[config.mk]
export PLATFORM = sky130hd
export DESIGN_NAME = temp_limit_monitor
export DESIGN_NICKNAME = d
export VERILOG_FILES = /design/src/tmon_pkg.sv /design/src/sample_averager.sv /design/src/temp_limit_monitor.sv
export VERILOG_INCLUDE_DIRS = /design/src
export SDC_FILE = /design/constraint.sdc
export NUM_CORES = 1
export LEC_CHECK = 0
export ABC_AREA = 1
export BUFFER_PORTS_ARGS = -buffer_cell sky130_fd_sc_hd__buf_4
export CAP_MARGIN = 30
export CORE_ASPECT_RATIO = 1.1
export CORE_MARGIN = 4
export CORE_UTILIZATION = 57
export DETAILED_ROUTE_END_ITERATION = 7
export GPL_TIMING_DRIVEN = 0
export MAX_ROUTING_LAYER = met4
export PLACE_DENSITY = 0.77
export SLEW_MARGIN = 20
export SYNTH_ARGS = -nofsm -noshare
export SYNTH_HDL_FRONTEND = slang
export SYNTH_SLANG_ARGS = --single-unit
[constraint.sdc]
create_clock -name I_CLK_SYS -period 2.5 [get_ports I_CLK_SYS]
set_input_delay 0.125 -clock I_CLK_SYS [delete_from_list [all_inputs] [get_ports I_CLK_SYS]]
set_output_delay 0.125 -clock I_CLK_SYS [all_outputs]
set_load 0.005 [all_outputs]
[src/tmon_map.svh]
// Purpose: register offsets, field positions, reset values and counts of the temperature monitor
// Assumes: byte-wide register port with an 8-bit address
// Notes: definitions only
`ifndef TMON_MAP_SVH
`define TMON_MAP_SVH

// read addresses
`define TM_RD_LVAL 8'h00
`define TM_RD_RVAL 8'h01
`define TM_RD_STATUS 8'h02
`define TM_RD_CFG 8'h03
`define TM_RD_RATE 8'h04
`define TM_RD_LHI 8'h05
`define TM_RD_LLO 8'h06
`define TM_RD_RHI 8'h07
`define TM_RD_RLO 8'h08
// write addresses
`define TM_WR_CFG 8'h09
`define TM_WR_RATE 8'h0A
`define TM_WR_LHI 8'h0B
`define TM_WR_LLO 8'h0C
`define TM_WR_RHI 8'h0D
`define TM_WR_RLO 8'h0E
// interrupt block
`define TM_IRQ_STAT 8'h20
`define TM_IRQ_CLR 8'h21
`define TM_IRQ_EN 8'h22

// reset values
`define TM_VAL_RST 8'h80
`define TM_CFG_RST 8'h00
`define TM_RATE_RST 8'h02
`define TM_HI_RST 8'h7F
`define TM_LO_RST 8'hC9

// configuration fields
`define TM_CFG_MASK 7
`define TM_CFG_STANDBY 6
`define TM_RATE_MAX 3'h7

// flag vector positions, status bits 6..2
`define TM_FLG_LHIGH 4
`define TM_FLG_LOCAL_LOW 3
`define TM_FLG_RHIGH 2
`define TM_FLG_REMOTE_LOW 1
`define TM_FLG_OPEN 0

// interrupt status positions
`define TM_IRQ_DONE 0
`define TM_IRQ_ALERT 1

// converter frame: eight data bits msb first, then the open-sensor bit
`define TM_FRAME_BITS 4'h9
// averaging depth as a power of two
`define TM_AVG_LOG2 4
// cycles of the conversion-rate unit
`define TM_RATE_UNIT_CYC 4096

`endif

[src/tmon_pkg.sv]
// Purpose: types shared by the temperature monitor
// Assumes: tmon_map.svh on the include path
// Notes: widths follow the 8-bit value format
package tmon_pkg;

   typedef enum logic [1:0] {
      ST_WAIT = 2'b01,
      ST_CONV = 2'b10
   } seq_state_t;

   typedef struct packed {
      logic wr;
      logic rd;
      logic [7:0] addr;
      logic [7:0] wdata;
   } regbus_req_t;

   typedef struct packed {
      logic signed [11:0] sum;
      logic [7:0] mean;
      logic done;
   } avg_state_t;

   typedef struct packed {
      logic clk_s1;
      logic clk_s2;
      logic clk_s3;
      logic frm_s1;
      logic frm_s2;
      logic din_s1;
      logic din_s2;
      logic sbp_s1;
      logic sbp_s2;
      seq_state_t state;
      logic chan;
      logic [3:0] round;
      logic [3:0] bitcnt;
      logic [8:0] shreg;
      logic [23:0] wait_cnt;
      logic armed;
      logic [7:0] cfg;
      logic [7:0] rate;
      logic [7:0] lhi;
      logic [7:0] llo;
      logic [7:0] rhi;
      logic [7:0] rlo;
      logic [7:0] lval;
      logic [7:0] rval;
      logic open_cond;
      logic [4:0] flags;
      logic alert;
      logic [1:0] irq_stat;
      logic [1:0] irq_en;
      logic [7:0] rdata;
   } mon_state_t;

endpackage

[src/sample_averager.sv]
// Purpose: sums a fixed number of signed samples and yields their mean
// Assumes: one add pulse per sample, last flagged on the final one
// Notes: clear drops a partial sum
`include "tmon_map.svh"
`timescale 1ns/1ps
`default_nettype none

module sample_averager #(
   parameter int AVG_LOG2 = `TM_AVG_LOG2
) (
   input wire logic i_clk,
   input wire logic i_rstn,
   input wire logic i_clr,
   input wire logic i_add,
   input wire logic i_last,
   input wire logic [7:0] i_sample,
   output logic [7:0] o_mean,
   output logic o_done
);

   tmon_pkg::avg_state_t st_reg;
   tmon_pkg::avg_state_t st_next;
   logic signed [11:0] total;

   // sum is twelve bits wide, enough for sixteen samples
   generate
      if (AVG_LOG2 < 1 || AVG_LOG2 > `TM_AVG_LOG2) begin : g_chk
         $error("sample_averager: AVG_LOG2 out of range");
      end
   endgenerate

   // accumulate, and on the last sample shift down to the mean
   always_comb begin
      st_next = st_reg;
      st_next.done = 1'b0;
      total = st_reg.sum + {{4{i_sample[7]}}, i_sample};
      if (i_clr) begin
         st_next.sum = '0;
      end else if (i_add) begin
         if (i_last) begin
            st_next.sum = '0;
            st_next.mean = 8'(total >>> AVG_LOG2);
            st_next.done = 1'b1;
         end else begin
            st_next.sum = total;
         end
      end
   end

   // state register
   always_ff @(posedge i_clk or negedge i_rstn) begin
      if (!i_rstn) begin
         st_reg.sum <= '0;
         st_reg.mean <= `TM_VAL_RST;
         st_reg.done <= 1'b0;
      end else begin
         st_reg <= st_next;
      end
   end

   assign o_mean = st_reg.mean;
   assign o_done = st_reg.done;

endmodule
`default_nettype wire

[src/temp_limit_monitor.sv]
// Purpose: sequences a two-channel temperature measurement and checks the results against limits
// Assumes: converter sends framed serial results on its own slow clock
// Notes: converter and standby pins pass two flip-flops before use; bus pins are used directly
`include "tmon_map.svh"
`timescale 1ns/1ps
`default_nettype none

// Behaviour
// - converter restarts by itself, no trigger
// - alternate local and remote sensor
// - each result stored as 8-bit two's complement
// - compare results against four limit registers
// - out-of-limit flags; alert low while present
// - host programs; every register reads back
// - standby, alert mask and rate controls
// - values reset to minus 128 degrees
// - first comparison only after both stored
// - standby power-up compares defaults, alert asserts
// - leave standby, read status clears if in-limit
// - average sixteen measurements before storing
// - status read clears flags unless cause persists
// - any flag sets alert latch
// - mask suppresses current and future alerts
module temp_limit_monitor #(
   parameter int RATE_UNIT_CYC = `TM_RATE_UNIT_CYC,
   parameter int AVG_LOG2 = `TM_AVG_LOG2
) (
   input wire logic I_CLK_SYS,
   input wire logic I_RSTN,
   input wire logic [7:0] I_ADDR,
   input wire logic [7:0] I_WDATA,
   input wire logic I_WR,
   input wire logic I_RD,
   output logic [7:0] O_RDATA,
   input wire logic I_STANDBY_SELECT_PIN,
   input wire logic I_ADC_CLK,
   input wire logic I_ADC_FRAME,
   input wire logic I_ADC_DIN,
   output logic O_ADC_REQ,
   output logic O_ADC_SEL,
   output logic O_ALERT_O,
   output logic O_ALERT_OE_N,
   output logic O_IRQ
);

   tmon_pkg::mon_state_t st;
   tmon_pkg::mon_state_t nx;
   tmon_pkg::regbus_req_t bus;
   logic standby;
   logic clk_rise;
   logic sample_done;
   logic last_round;
   logic avg_clr;
   logic stat_rd;
   logic [2:0] rate_sel;
   logic [23:0] period;
   logic [4:0] cond;
   logic [1:0] irq_clr;
   logic [1:0] irq_ev;
   logic [7:0] mean [2];
   logic done [2];
   logic local_under_limit_flag;
   logic remote_under_limit_flag;

   // the rate counter must hold the longest wait
   generate
      if (RATE_UNIT_CYC < 1 || RATE_UNIT_CYC > 131071) begin : g_chk_rate
         $error("temp_limit_monitor: RATE_UNIT_CYC out of range");
      end
      if (AVG_LOG2 < 1 || AVG_LOG2 > `TM_AVG_LOG2) begin : g_chk_avg
         $error("temp_limit_monitor: AVG_LOG2 out of range");
      end
   endgenerate

   // bus strobes gathered into one carrier
   assign bus = '{wr: I_WR, rd: I_RD, addr: I_ADDR, wdata: I_WDATA};

   // pin low or control bit set puts the part in standby
   assign standby = !st.sbp_s2 || st.cfg[`TM_CFG_STANDBY];
   assign clk_rise = st.clk_s2 && !st.clk_s3;
   // ninth bit of a frame closes the sample
   assign sample_done = (st.state == tmon_pkg::ST_CONV) && !standby && st.frm_s2 && clk_rise
                        && (st.bitcnt == `TM_FRAME_BITS - 4'h1);
   assign last_round = (st.round == 4'((1 << AVG_LOG2) - 1));
   assign avg_clr = (st.state == tmon_pkg::ST_CONV) && standby;

   // wait between cycles doubles for each step down in rate
   assign rate_sel = (st.rate > 8'(`TM_RATE_MAX)) ? `TM_RATE_MAX : st.rate[2:0];
   assign period = 24'(RATE_UNIT_CYC) << (`TM_RATE_MAX - rate_sel);

   // live limit comparisons, held off until armed
   always_comb begin
      cond = 5'h00;
      if (st.armed) begin
         cond[`TM_FLG_LHIGH] = $signed(st.lval) > $signed(st.lhi);
         cond[`TM_FLG_LOCAL_LOW] = $signed(st.lval) < $signed(st.llo);
         cond[`TM_FLG_RHIGH] = $signed(st.rval) > $signed(st.rhi);
         cond[`TM_FLG_REMOTE_LOW] = $signed(st.rval) < $signed(st.rlo);
         cond[`TM_FLG_OPEN] = st.open_cond;
      end
   end

   assign stat_rd = bus.rd && (bus.addr == `TM_RD_STATUS);
   assign irq_clr = (bus.wr && (bus.addr == `TM_IRQ_CLR)) ? bus.wdata[1:0] : 2'h0;
   assign local_under_limit_flag = st.flags[`TM_FLG_LOCAL_LOW];
   assign remote_under_limit_flag = st.flags[`TM_FLG_REMOTE_LOW];

   // one averager per channel
   genvar g;
   generate
      for (g = 0; g < 2; g++) begin : g_avg
         sample_averager #(
            .AVG_LOG2(AVG_LOG2)
         ) u_avg (
            .i_clk(I_CLK_SYS),
            .i_rstn(I_RSTN),
            .i_clr(avg_clr),
            .i_add(sample_done && (st.chan == 1'(g))),
            .i_last(last_round),
            .i_sample(st.shreg[7:0]),
            .o_mean(mean[g]),
            .o_done(done[g])
         );
      end
   endgenerate

   // next state of the whole block
   always_comb begin
      nx = st;
      irq_ev = 2'h0;
      nx.rdata = 8'h00;
      // two-stage synchronisers, plus one stage for edge finding
      nx.clk_s1 = I_ADC_CLK;
      nx.clk_s2 = st.clk_s1;
      nx.clk_s3 = st.clk_s2;
      nx.frm_s1 = I_ADC_FRAME;
      nx.frm_s2 = st.frm_s1;
      nx.din_s1 = I_ADC_DIN;
      nx.din_s2 = st.din_s1;
      nx.sbp_s1 = I_STANDBY_SELECT_PIN;
      nx.sbp_s2 = st.sbp_s1;
      // frame shift register
      if (!st.frm_s2) begin
         nx.bitcnt = 4'h0;
      end else if (clk_rise && st.bitcnt < `TM_FRAME_BITS) begin
         nx.shreg = {st.shreg[7:0], st.din_s2};
         nx.bitcnt = st.bitcnt + 4'h1;
      end
      // measurement sequencer
      case (st.state)
         tmon_pkg::ST_WAIT: begin
            if (standby) begin
               nx.wait_cnt = 24'h000000;
            end else if (st.wait_cnt >= period - 24'h000001) begin
               nx.state = tmon_pkg::ST_CONV;
               nx.wait_cnt = 24'h000000;
               nx.chan = 1'b0;
               nx.round = 4'h0;
            end else begin
               nx.wait_cnt = st.wait_cnt + 24'h000001;
            end
         end
         tmon_pkg::ST_CONV: begin
            if (standby) begin
               nx.state = tmon_pkg::ST_WAIT;
               nx.chan = 1'b0;
               nx.round = 4'h0;
            end else if (sample_done) begin
               nx.chan = !st.chan;
               if (st.chan) begin
                  nx.round = st.round + 4'h1;
                  if (last_round) begin
                     nx.open_cond = st.din_s2;
                     nx.state = tmon_pkg::ST_WAIT;
                  end
               end
            end
         end
         default: begin
            nx.state = tmon_pkg::ST_WAIT;
         end
      endcase
      // store averaged results
      if (done[0]) begin
         nx.lval = mean[0];
      end
      if (done[1]) begin
         nx.rval = mean[1];
         nx.armed = 1'b1;
         irq_ev[`TM_IRQ_DONE] = 1'b1;
      end
      if (standby) begin
         nx.armed = 1'b1;
      end
      // register writes
      if (bus.wr) begin
         if (bus.addr == `TM_WR_CFG) begin
            nx.cfg = bus.wdata;
         end else if (bus.addr == `TM_WR_RATE) begin
            nx.rate = bus.wdata;
         end else if (bus.addr == `TM_WR_LHI) begin
            nx.lhi = bus.wdata;
         end else if (bus.addr == `TM_WR_LLO) begin
            nx.llo = bus.wdata;
         end else if (bus.addr == `TM_WR_RHI) begin
            nx.rhi = bus.wdata;
         end else if (bus.addr == `TM_WR_RLO) begin
            nx.rlo = bus.wdata;
         end else if (bus.addr == `TM_IRQ_EN) begin
            nx.irq_en = bus.wdata[1:0];
         end
      end
      // a present cause beats the read clear
      nx.flags = (st.flags & ~{5{stat_rd}}) | cond;
      nx.alert = (|nx.flags) && !nx.cfg[`TM_CFG_MASK];
      irq_ev[`TM_IRQ_ALERT] = nx.alert && !st.alert;
      nx.irq_stat = (st.irq_stat & ~irq_clr) | irq_ev;
      // read-back, valid the cycle after the strobe
      if (bus.rd) begin
         if (bus.addr == `TM_RD_LVAL) begin
            nx.rdata = st.lval;
         end else if (bus.addr == `TM_RD_RVAL) begin
            nx.rdata = st.rval;
         end else if (bus.addr == `TM_RD_STATUS) begin
            nx.rdata = {(st.state == tmon_pkg::ST_CONV), st.flags, 2'b00};
         end else if (bus.addr == `TM_RD_CFG) begin
            nx.rdata = st.cfg;
         end else if (bus.addr == `TM_RD_RATE) begin
            nx.rdata = st.rate;
         end else if (bus.addr == `TM_RD_LHI) begin
            nx.rdata = st.lhi;
         end else if (bus.addr == `TM_RD_LLO) begin
            nx.rdata = st.llo;
         end else if (bus.addr == `TM_RD_RHI) begin
            nx.rdata = st.rhi;
         end else if (bus.addr == `TM_RD_RLO) begin
            nx.rdata = st.rlo;
         end else if (bus.addr == `TM_IRQ_STAT) begin
            nx.rdata = {6'h00, st.irq_stat};
         end else if (bus.addr == `TM_IRQ_EN) begin
            nx.rdata = {6'h00, st.irq_en};
         end
      end
   end

   // state register; power-up starts converting at once
   always_ff @(posedge I_CLK_SYS or negedge I_RSTN) begin
      if (!I_RSTN) begin
         st <= '0;
         st.sbp_s1 <= 1'b1;
         st.sbp_s2 <= 1'b1;
         st.state <= tmon_pkg::ST_CONV;
         st.cfg <= `TM_CFG_RST;
         st.rate <= `TM_RATE_RST;
         st.lhi <= `TM_HI_RST;
         st.llo <= `TM_LO_RST;
         st.rhi <= `TM_HI_RST;
         st.rlo <= `TM_LO_RST;
         st.lval <= `TM_VAL_RST;
         st.rval <= `TM_VAL_RST;
      end else begin
         st <= nx;
      end
   end

   // outputs
   assign O_RDATA = st.rdata;
   assign O_ADC_REQ = (st.state == tmon_pkg::ST_CONV);
   assign O_ADC_SEL = st.chan;
   assign O_ALERT_O = 1'b0;
   assign O_ALERT_OE_N = !st.alert;
   assign O_IRQ = |(st.irq_stat & st.irq_en);
endmodule
`default_nettype wire

==> impl_results.md, run 1 <==
* Max_slew headroom at 64.9%
* Met2 usage at 40.7%
* Root buf cell: clkbuf_16
* Setup_tns at -6750 ps
* Worst Path Max Fanout at 10
* CP arrival at 3180 ps
* Setup WS pre-CTS at -516 ps
* Portion of total power attributed to combinational logic at 12.1%
* RSZ-0062 raised after global routing: true
* Initial antenna violation count at 0
* Final-stage net count at 1359
* Util after Layout at 67.1%
* Cell Area, Placed at 0.0106 sq mm
* Max reg flops at 120
* I/O pin total at 37
* Sequential Power Share at 48.2%
* GR Util met1 at 32.4%
* GRT overflow at 0
* Die area at 0.0197 sq mm
* Switching power at 1.64 mW
* Synth unique cells at 53
* Layout cell share with drive strength beyond 1 at 16.3%
* Port bufs at 34
* GRT Util Overall at 24.9%
* Switching share of power at 25.7%
* Sequential cell area at 0.00449 sq mm
* Initial Util at 58.4%
* Measured slew at the worst slew-check pin at 526 ps
* Seq cells post-synth at 178
* Initial DRC Count at 610
* Pwr dens at 558 mW/mm^2
* Skew-Pair Late Insertion Delay at 430 ps
* Core footprint at 0.0171 sq mm
* MaxCap Viol Count at 0
* Area Growth Syn to Fin at 14.8%
* CTS buffer count at 17
* Highest Clock Rate at 0.352 GHz
* DRC viols at 0
* Power, Total at 6.40 mW
* Pin count of the biggest net entering global routing at 83
* # rows at 50
* Pint at 4.76 mW
* Initial DRT Pass Iterations at 5
* Final setup violation count at 28
* Area of the multi-input gates at 0.00485 sq mm
* Hpwl dp at 16600 um
* RD Place Congestion at 0.948
* Die height at 147 um
* Ant. Diodes at 0
* Failing checks: negative setup slack
* Hold WS at 85.5 ps
* Placed cell count at 1463
* VDD IR max at 521 uV
* Non-Filler Instances at 1515
* # fillers at 1420
* Fin worst setup slack at -339 ps
* TritonCTS Sinks at 178
* Worst path required time at 2840 ps
* Final worst-path cycle share at 114%
* Met3 Use GR at 3.39%
* Worst-path clk slew at 70 ps
* Synth warn at 0
* CTS tree: built
* Final wirelength at 23000 um
* Final Cell Area at 0.0115 sq mm
* Synth Cell Area at 0.00998 sq mm
* Clk pwr share at 39.7%
* Sequential fraction of the synthesis area at 45.0%
* Final period demand of the worst path at 2840 ps
* Syn_area_per_cell at 8.37 sq um
* Syn Inst Count at 1193
* WS Path Type: reg -> reg
* DR vias/cell at 5.36
* Mapped Nets at 1284
* Routed wire per std cell at 15.2 um
* Clock skew at 9.35 ps
* Vias at 8120
* Vias in the first global route at 7958
* CP endpoint kind: flop
* Final hold vios at 0
* Die Width at 134 um
* First-pass GRT wire length at 38500 um
* Worst Setup Start Kind: flop
* Clk buf depth at 2
* Leak pwr at 5.42 nW
* DRT antenna net count at 0
* Worst hold path class: in -> reg
* Gr busiest metal: met2
* H-tree levels at 4
* Status: complete, but fails checks
* Slew Limit Fails at 0
[cell type report]
cell class | count | area share, %
plain buffers | 26 | 1.50
clock buffers | 26 | 4.01
clock inverters | 6 | 0.721
inverters | 164 | 5.43
multi-input cells | 825 | 42.3
flip-flops and latches | 178 | 39.2
well taps | 234 | 2.56
repair buffers | 56 | 4.28
[synth_stat cells (all sizes together)]
| cell | number | area [sq um] |
|---|---|---|
| nor4 | 4 | 40.0 |
| dfstp | 30 | 788 |
| o211ai | 7 | 52.6 |
| or2 | 6 | 37.5 |
| clkinv | 3 | 17.5 |
| a41oi | 1 | 8.76 |
| xnor2 | 11 | 96.3 |
| a21o | 1 | 7.51 |
| ha | 65 | 813 |
| o31a | 1 | 8.76 |
| inv | 161 | 604 |
| mux2i | 1 | 10.0 |
| nand2 | 301 | 1140 |
| nand4 | 24 | 165 |
| dfrtp | 148 | 3700 |
| mux2 | 6 | 67.6 |
| nand3 | 46 | 258 |
| o31ai | 1 | 7.51 |
| a21oi | 60 | 304 |
| o221ai | 1 | 8.76 |
| nand3b | 1 | 7.51 |
| clkbuf | 7 | 26.3 |
| xor2 | 23 | 201 |
| a211oi | 1 | 7.51 |
| conb | 2 | 7.51 |
| nor2 | 70 | 355 |
| o21ai | 148 | 763 |
| fa | 2 | 40.0 |
| nor3 | 15 | 106 |
| a22o | 6 | 52.6 |
| o2111ai | 2 | 17.5 |
| o21a | 3 | 22.5 |
| o22ai | 16 | 100 |
| buf | 19 | 133 |
[final timing paths]
check / start / end / slack [ps] / depth (start not counted)
setup / recovery: st[70] / st[92] / -340 / 17
hold / removal: I_WR / st[9] / 90 / 3
setup reg to reg: st[70] / st[92] / -340 / 17
hold reg to reg: nx[135] / nx[134] / 350 / 0
max in group asynchronous: I_RSTN / st[35] / 1280 / 4
min in group asynchronous: I_RSTN / nx[135] / 140 / 2
[power by group through the flow]
| stage | registers [mW] | clock network, mW | logic, mW |
|---|---|---|---|
| final | 3.09 | 2.54 | 0.771 |
| after global routing | 3.10 | 2.72 | 0.878 |
| after CTS | 3.09 | 2.57 | 0.721 |
| after detailed placement | 3.14 | 0 | 0.682 |
| after global placement | 3.13 | 0 | 0.648 |
| after floorplan | 3.10 | 0 | 0.461 |
[worst max-delay path: stages (launching register included)]
cell and delay (ps):
dfrtp_1 390, nor3_2 200, nand2_2 150, nor2_4 160, inv_2 60, nand2_4 80
ha_4 140, nand2_2 60, xnor2_2 120, ha_1 300, nand2_2 70, o21ai_0 90
nor2_1 130, nand3_2 150, nor2_2 190, nand2_2 100, buf_6 160, o31ai_2 190
[timing repair]
item | 4_1_cts | 5_1_grt
hold endpoints to repair | 109 | 0
hold buffers | 6 | 0
pin swaps | 18 | 19
endpoints found under the setup margin | 28 | 29
buffers inserted | 8 | 6
gates resized for setup | 14 | 24
[routing by layer]
| metal | vias up | share of wire [%] |
|---|---|---|
| li1 | 4067 | - |
| met1 | 3835 | 45 |
| met2 | 179 | 50 |
| met3 | 39 | 3.5 |
| met4 | 0 | 2.1 |
| met5 | - | 0 |
[placed cells by master (no fill, tap or decap), drive strengths merged, types with 30 or more instances in the layout]
cell type  Yosys  routed
ha            65      65
buf           19      69
inv          161     161
nand3         46      46
dfstp         30      30
a21oi         60      60
clkbuf         7      33
dfrtp        148     148
nand2        301     301
o21ai        148     148
nor2          70      70
[cells by family (layout without fill, tap and decap cells)]
kind of cell,Yosys count,after routing,synth area share [%]
xor+xnor,34,34,2.98
buf+inv,190,278,7.82
fa+ha+maj,67,67,8.55
compound gates,248,248,13.6
other cells,2,2,0.0752
simple gates,467,467,21.2
mux,7,7,0.777
flops,178,178,45.0
Note: power is estimated with default switching activity, not from simulation.
==> run 2: changes to the inputs <==
==> constraint.sdc (replaced) <==
create_clock -name I_CLK_SYS -period 2.42 [get_ports I_CLK_SYS]
set_input_delay 0.121 -clock I_CLK_SYS [delete_from_list [all_inputs] [get_ports I_CLK_SYS]]
set_output_delay 0.121 -clock I_CLK_SYS [all_outputs]
set_load 0.005 [all_outputs]
==> run 2 against run 1 <==
Net effect: the flow still finishes with violations (negative setup slack); sequential power rose by 3%; utilization down 0.35 points; global-route usage down 0.073 points; cell area decreased by 0.52%; critical endpoint unchanged.
==> impl_results.md, run 2 (synthesis gave the netlist of run 1 again) <==
* Root buf cell: clkbuf_16 (unchanged)
* CP arrival at 3210 ps (was 3180 ps)
* Portion of total power attributed to combinational logic at 11.6% (was 12.1%)
* Switching power at 1.72 mW (was 1.64 mW)
* Area Growth Syn to Fin at 14.2% (was 14.8%)
* Status: complete, but fails checks (unchanged)
* Sequential Power Share at 48.5% (was 48.2%)
* WP buf/inv at 1 (was 2)
* Highest Clock Rate at 0.348 GHz (was 0.352 GHz)
* Final worst-path cycle share at 119% (was 114%)
* Fin worst setup slack at -452 ps (was -339 ps)
* TritonCTS Sinks at 178 (unchanged)
* Worst hold endpoint: st[9] (unchanged)
* Worst Setup Start Kind: flop (unchanged)
* RD Place Congestion at 0.945 (was 0.948)
* WS Path Type: reg -> reg (unchanged)
* Cell with the most instances on the worst path: nand2_2 (unchanged)
* DRC viols at 0 (unchanged)
* Worst Path Max Fanout at 6 (was 10)
* CTS tree: built (unchanged)
* VDD IR max at 503 uV (was 521 uV)
* Final hold vios at 0 (unchanged)
* Switching share of power at 26.2% (was 25.7%)
* Final-stage net count at 1355 (was 1359)
* GRT Util Overall at 24.8% (was 24.9%)
* Hold_sp: I_WR (unchanged)
* Final setup violation count at 28 (unchanged)
* Die area at 0.0197 sq mm (unchanged)
* CTS buffer count at 17 (unchanged)
* Max reg flops at 120 (unchanged)
* I/O pin total at 37 (unchanged)
* Initial DRT Pass Iterations at 5 (unchanged)
* RSZ-0062 raised after global routing: true (unchanged)
* MaxCap Viol Count at 0 (unchanged)
* DR vias/cell at 5.40 (was 5.36)
* Most frequent cells in the layout: 293 x nand2_1, 153 x inv_1, 147 x dfrtp_1 (was 290 x nand2_1, 152 x inv_1, 148 x dfrtp_1)
* Ant. Diodes at 0 (unchanged)
* Final period demand of the worst path at 2870 ps (was 2840 ps)
* Util after Layout at 66.7% (was 67.1%)
* Worst-path clk slew at 70 ps (about the same)
* Worst path required time at 2760 ps (was 2840 ps)
* Worst path max stage delay at 400 ps (was 390 ps)
* Worst R2R Path Depth at 17 (unchanged)
* Routed wire per std cell at 15.2 um (about the same)
* Initial Util at 58.4% (unchanged)
* DRT antenna net count at 0 (unchanged)
* Setup WS pre-CTS at -603 ps (was -516 ps)
* Failing checks: negative setup slack (unchanged)
* Final wirelength at 22900 um (was 23000 um)
* H-tree levels at 4 (unchanged)
* Initial antenna violation count at 0 (unchanged)
* Slew Limit Fails at 0 (unchanged)
* Initial DRC Count at 579 (was 610)
* Hpwl dp at 16600 um (about the same)
* Pint at 4.85 mW (was 4.76 mW)
* Crit-path cells: nor3_2 -> nand2_2 -> nor2_4 -> nor2_1 -> nand2_1 -> ha_2 -> nand2_2 -> xnor2_2 -> ha_1 -> nand2_2 -> o21ai_1 -> nor2_1 -> nand3_4 -> nor2_4 -> nand2_4 -> buf_6 -> o31ai_2 (was nor3_2 -> nand2_2 -> nor2_4 -> inv_2 -> nand2_4 -> ha_4 -> nand2_2 -> xnor2_2 -> ha_1 -> nand2_2 -> o21ai_0 -> nor2_1 -> nand3_2 -> nor2_2 -> nand2_2 -> buf_6 -> o31ai_2)
* CP max-delay cell: dfrtp_1 (unchanged)
* Pin count of the biggest net entering global routing at 98 (was 83)
* Skew-Pair Late Insertion Delay at 440 ps (was 430 ps)
* Clk pwr share at 39.8% (was 39.7%)
* Die Width at 134 um (unchanged)
* Clk buf depth at 2 (unchanged)
* # fillers at 1476 (was 1420)
* Vias at 8156 (was 8120)
* Hold depth at 3 (unchanged)
* # rows at 50 (unchanged)
* Vias in the first global route at 7862 (was 7958)
* Core footprint at 0.0171 sq mm (unchanged)
* Clock skew at 9.94 ps (was 9.35 ps)
* Max_slew headroom at 58.8% (was 64.9%)
* Worst hold path class: in -> reg (unchanged)
* Flop2flop setup slack at -450 ps (was -340 ps)
* Port bufs at 34 (unchanged)
* Layout cell share with drive strength beyond 1 at 15.8% (was 16.3%)
* Reg2reg end: st[92] (unchanged)
* First-pass GRT wire length at 38300 um (was 38500 um)
* Die height at 147 um (unchanged)
* Setup_tns at -10600 ps (was -6750 ps)
* Crit path max-delay family: simple AND/OR/NAND/NOR gates (unchanged)
* GRT overflow at 0 (unchanged)
* Most common cell after layout, fill and taps aside: nand2_1 (unchanged)
* Leak pwr at 5.37 nW (was 5.42 nW)
* CP endpoint kind: flop (unchanged)
* Pwr dens at 577 mW/mm^2 (was 558 mW/mm^2)
* Measured slew at the worst slew-check pin at 618 ps (was 526 ps)
* Critical register-to-register path startpoint: st[70] (unchanged)
-- run 2: cell type report --
class | instances | area (sq um) | share of cell area (%)
plain buffers | 26 | 171 | 1.50
clock buffers | 24 | 472 | 4.14
clock inverters | 8 | 78.8 | 0.692
inverters | 164 | 622 | 5.46
multi-input cells | 825 | 4830 | 42.4
flip-flops and latches | 178 | 4490 | 39.4
well taps | 234 | 293 | 2.57
repair buffers | 52 | 437 | 3.83
-- run 2: worst max path at each step --
| stage | start | to | slack, ps | depth (start not counted) |
|---|---|---|---|---|
| after floorplan | st[70] | st[121] | -190 | 18 |
| after global placement | st[70] | st[123] | -560 | 18 |
| after detailed placement | st[70] | st[92] | -600 | 17 |
| after CTS | st[72] | st[121] | -440 | 19 |
| after global routing | st[70] | st[92] | -610 | 17 |
| final | st[70] | st[92] | -450 | 17 |
-- run 2: worst register-to-register path: cells and delay by family (launching register included) --
family                   cells  cell delay, ps
flip-flops                   1             400
XOR/XNOR                     1             140
buffers and inverters        1             150
adder cells (fa/ha/maj)      2             490
AND/OR/NAND/NOR             11            1330
AO/OA/AOI/OAI                2             250
-- run 2: stage by stage --
step,power (mW),instances,instance area (sq um),hold WS [ps]
3_5_place_dp,3.94,1462,10600,160
4_1_cts,6.58,1508,11300,57.2
2_1_floorplan,3.68,1193,10000,-175
6_report,6.57,1511,11400,68.0
3_3_place_gp,3.91,1461,10600,230
5_1_grt,6.86,1511,11400,94.8
-- run 2: power by group through the flow --
stage	clock network [mW]	logic (mW)	registers (mW)
floorplan	0	0.477	3.20
global placement	0	0.669	3.24
detailed placement	0	0.702	3.24
CTS	2.65	0.744	3.19
finish	2.62	0.765	3.19
global route	2.79	0.870	3.20
-- run 2: repair_timing --
item                                    in CTS  in global routing
endpoints found under the hold margin       83                  0
resized for setup                           12                 19
hold buffers                                 6                  0
cloned                                       1                  0
buffers inserted                             7                  3
pin swaps                                    9                 16
endpoints found under the setup margin      28                 29
-- run 2: layer usage --
layer | global-route usage [%] | up-vias | routed length, um
li1 | - | 4068 | -
met1 | 32.0 | 3832 | 10100
met2 | 39.7 | 203 | 11100
met3 | 4.21 | 53 | 1010
met4 | 8.91 | 0 | 678
met5 | - | - | 0
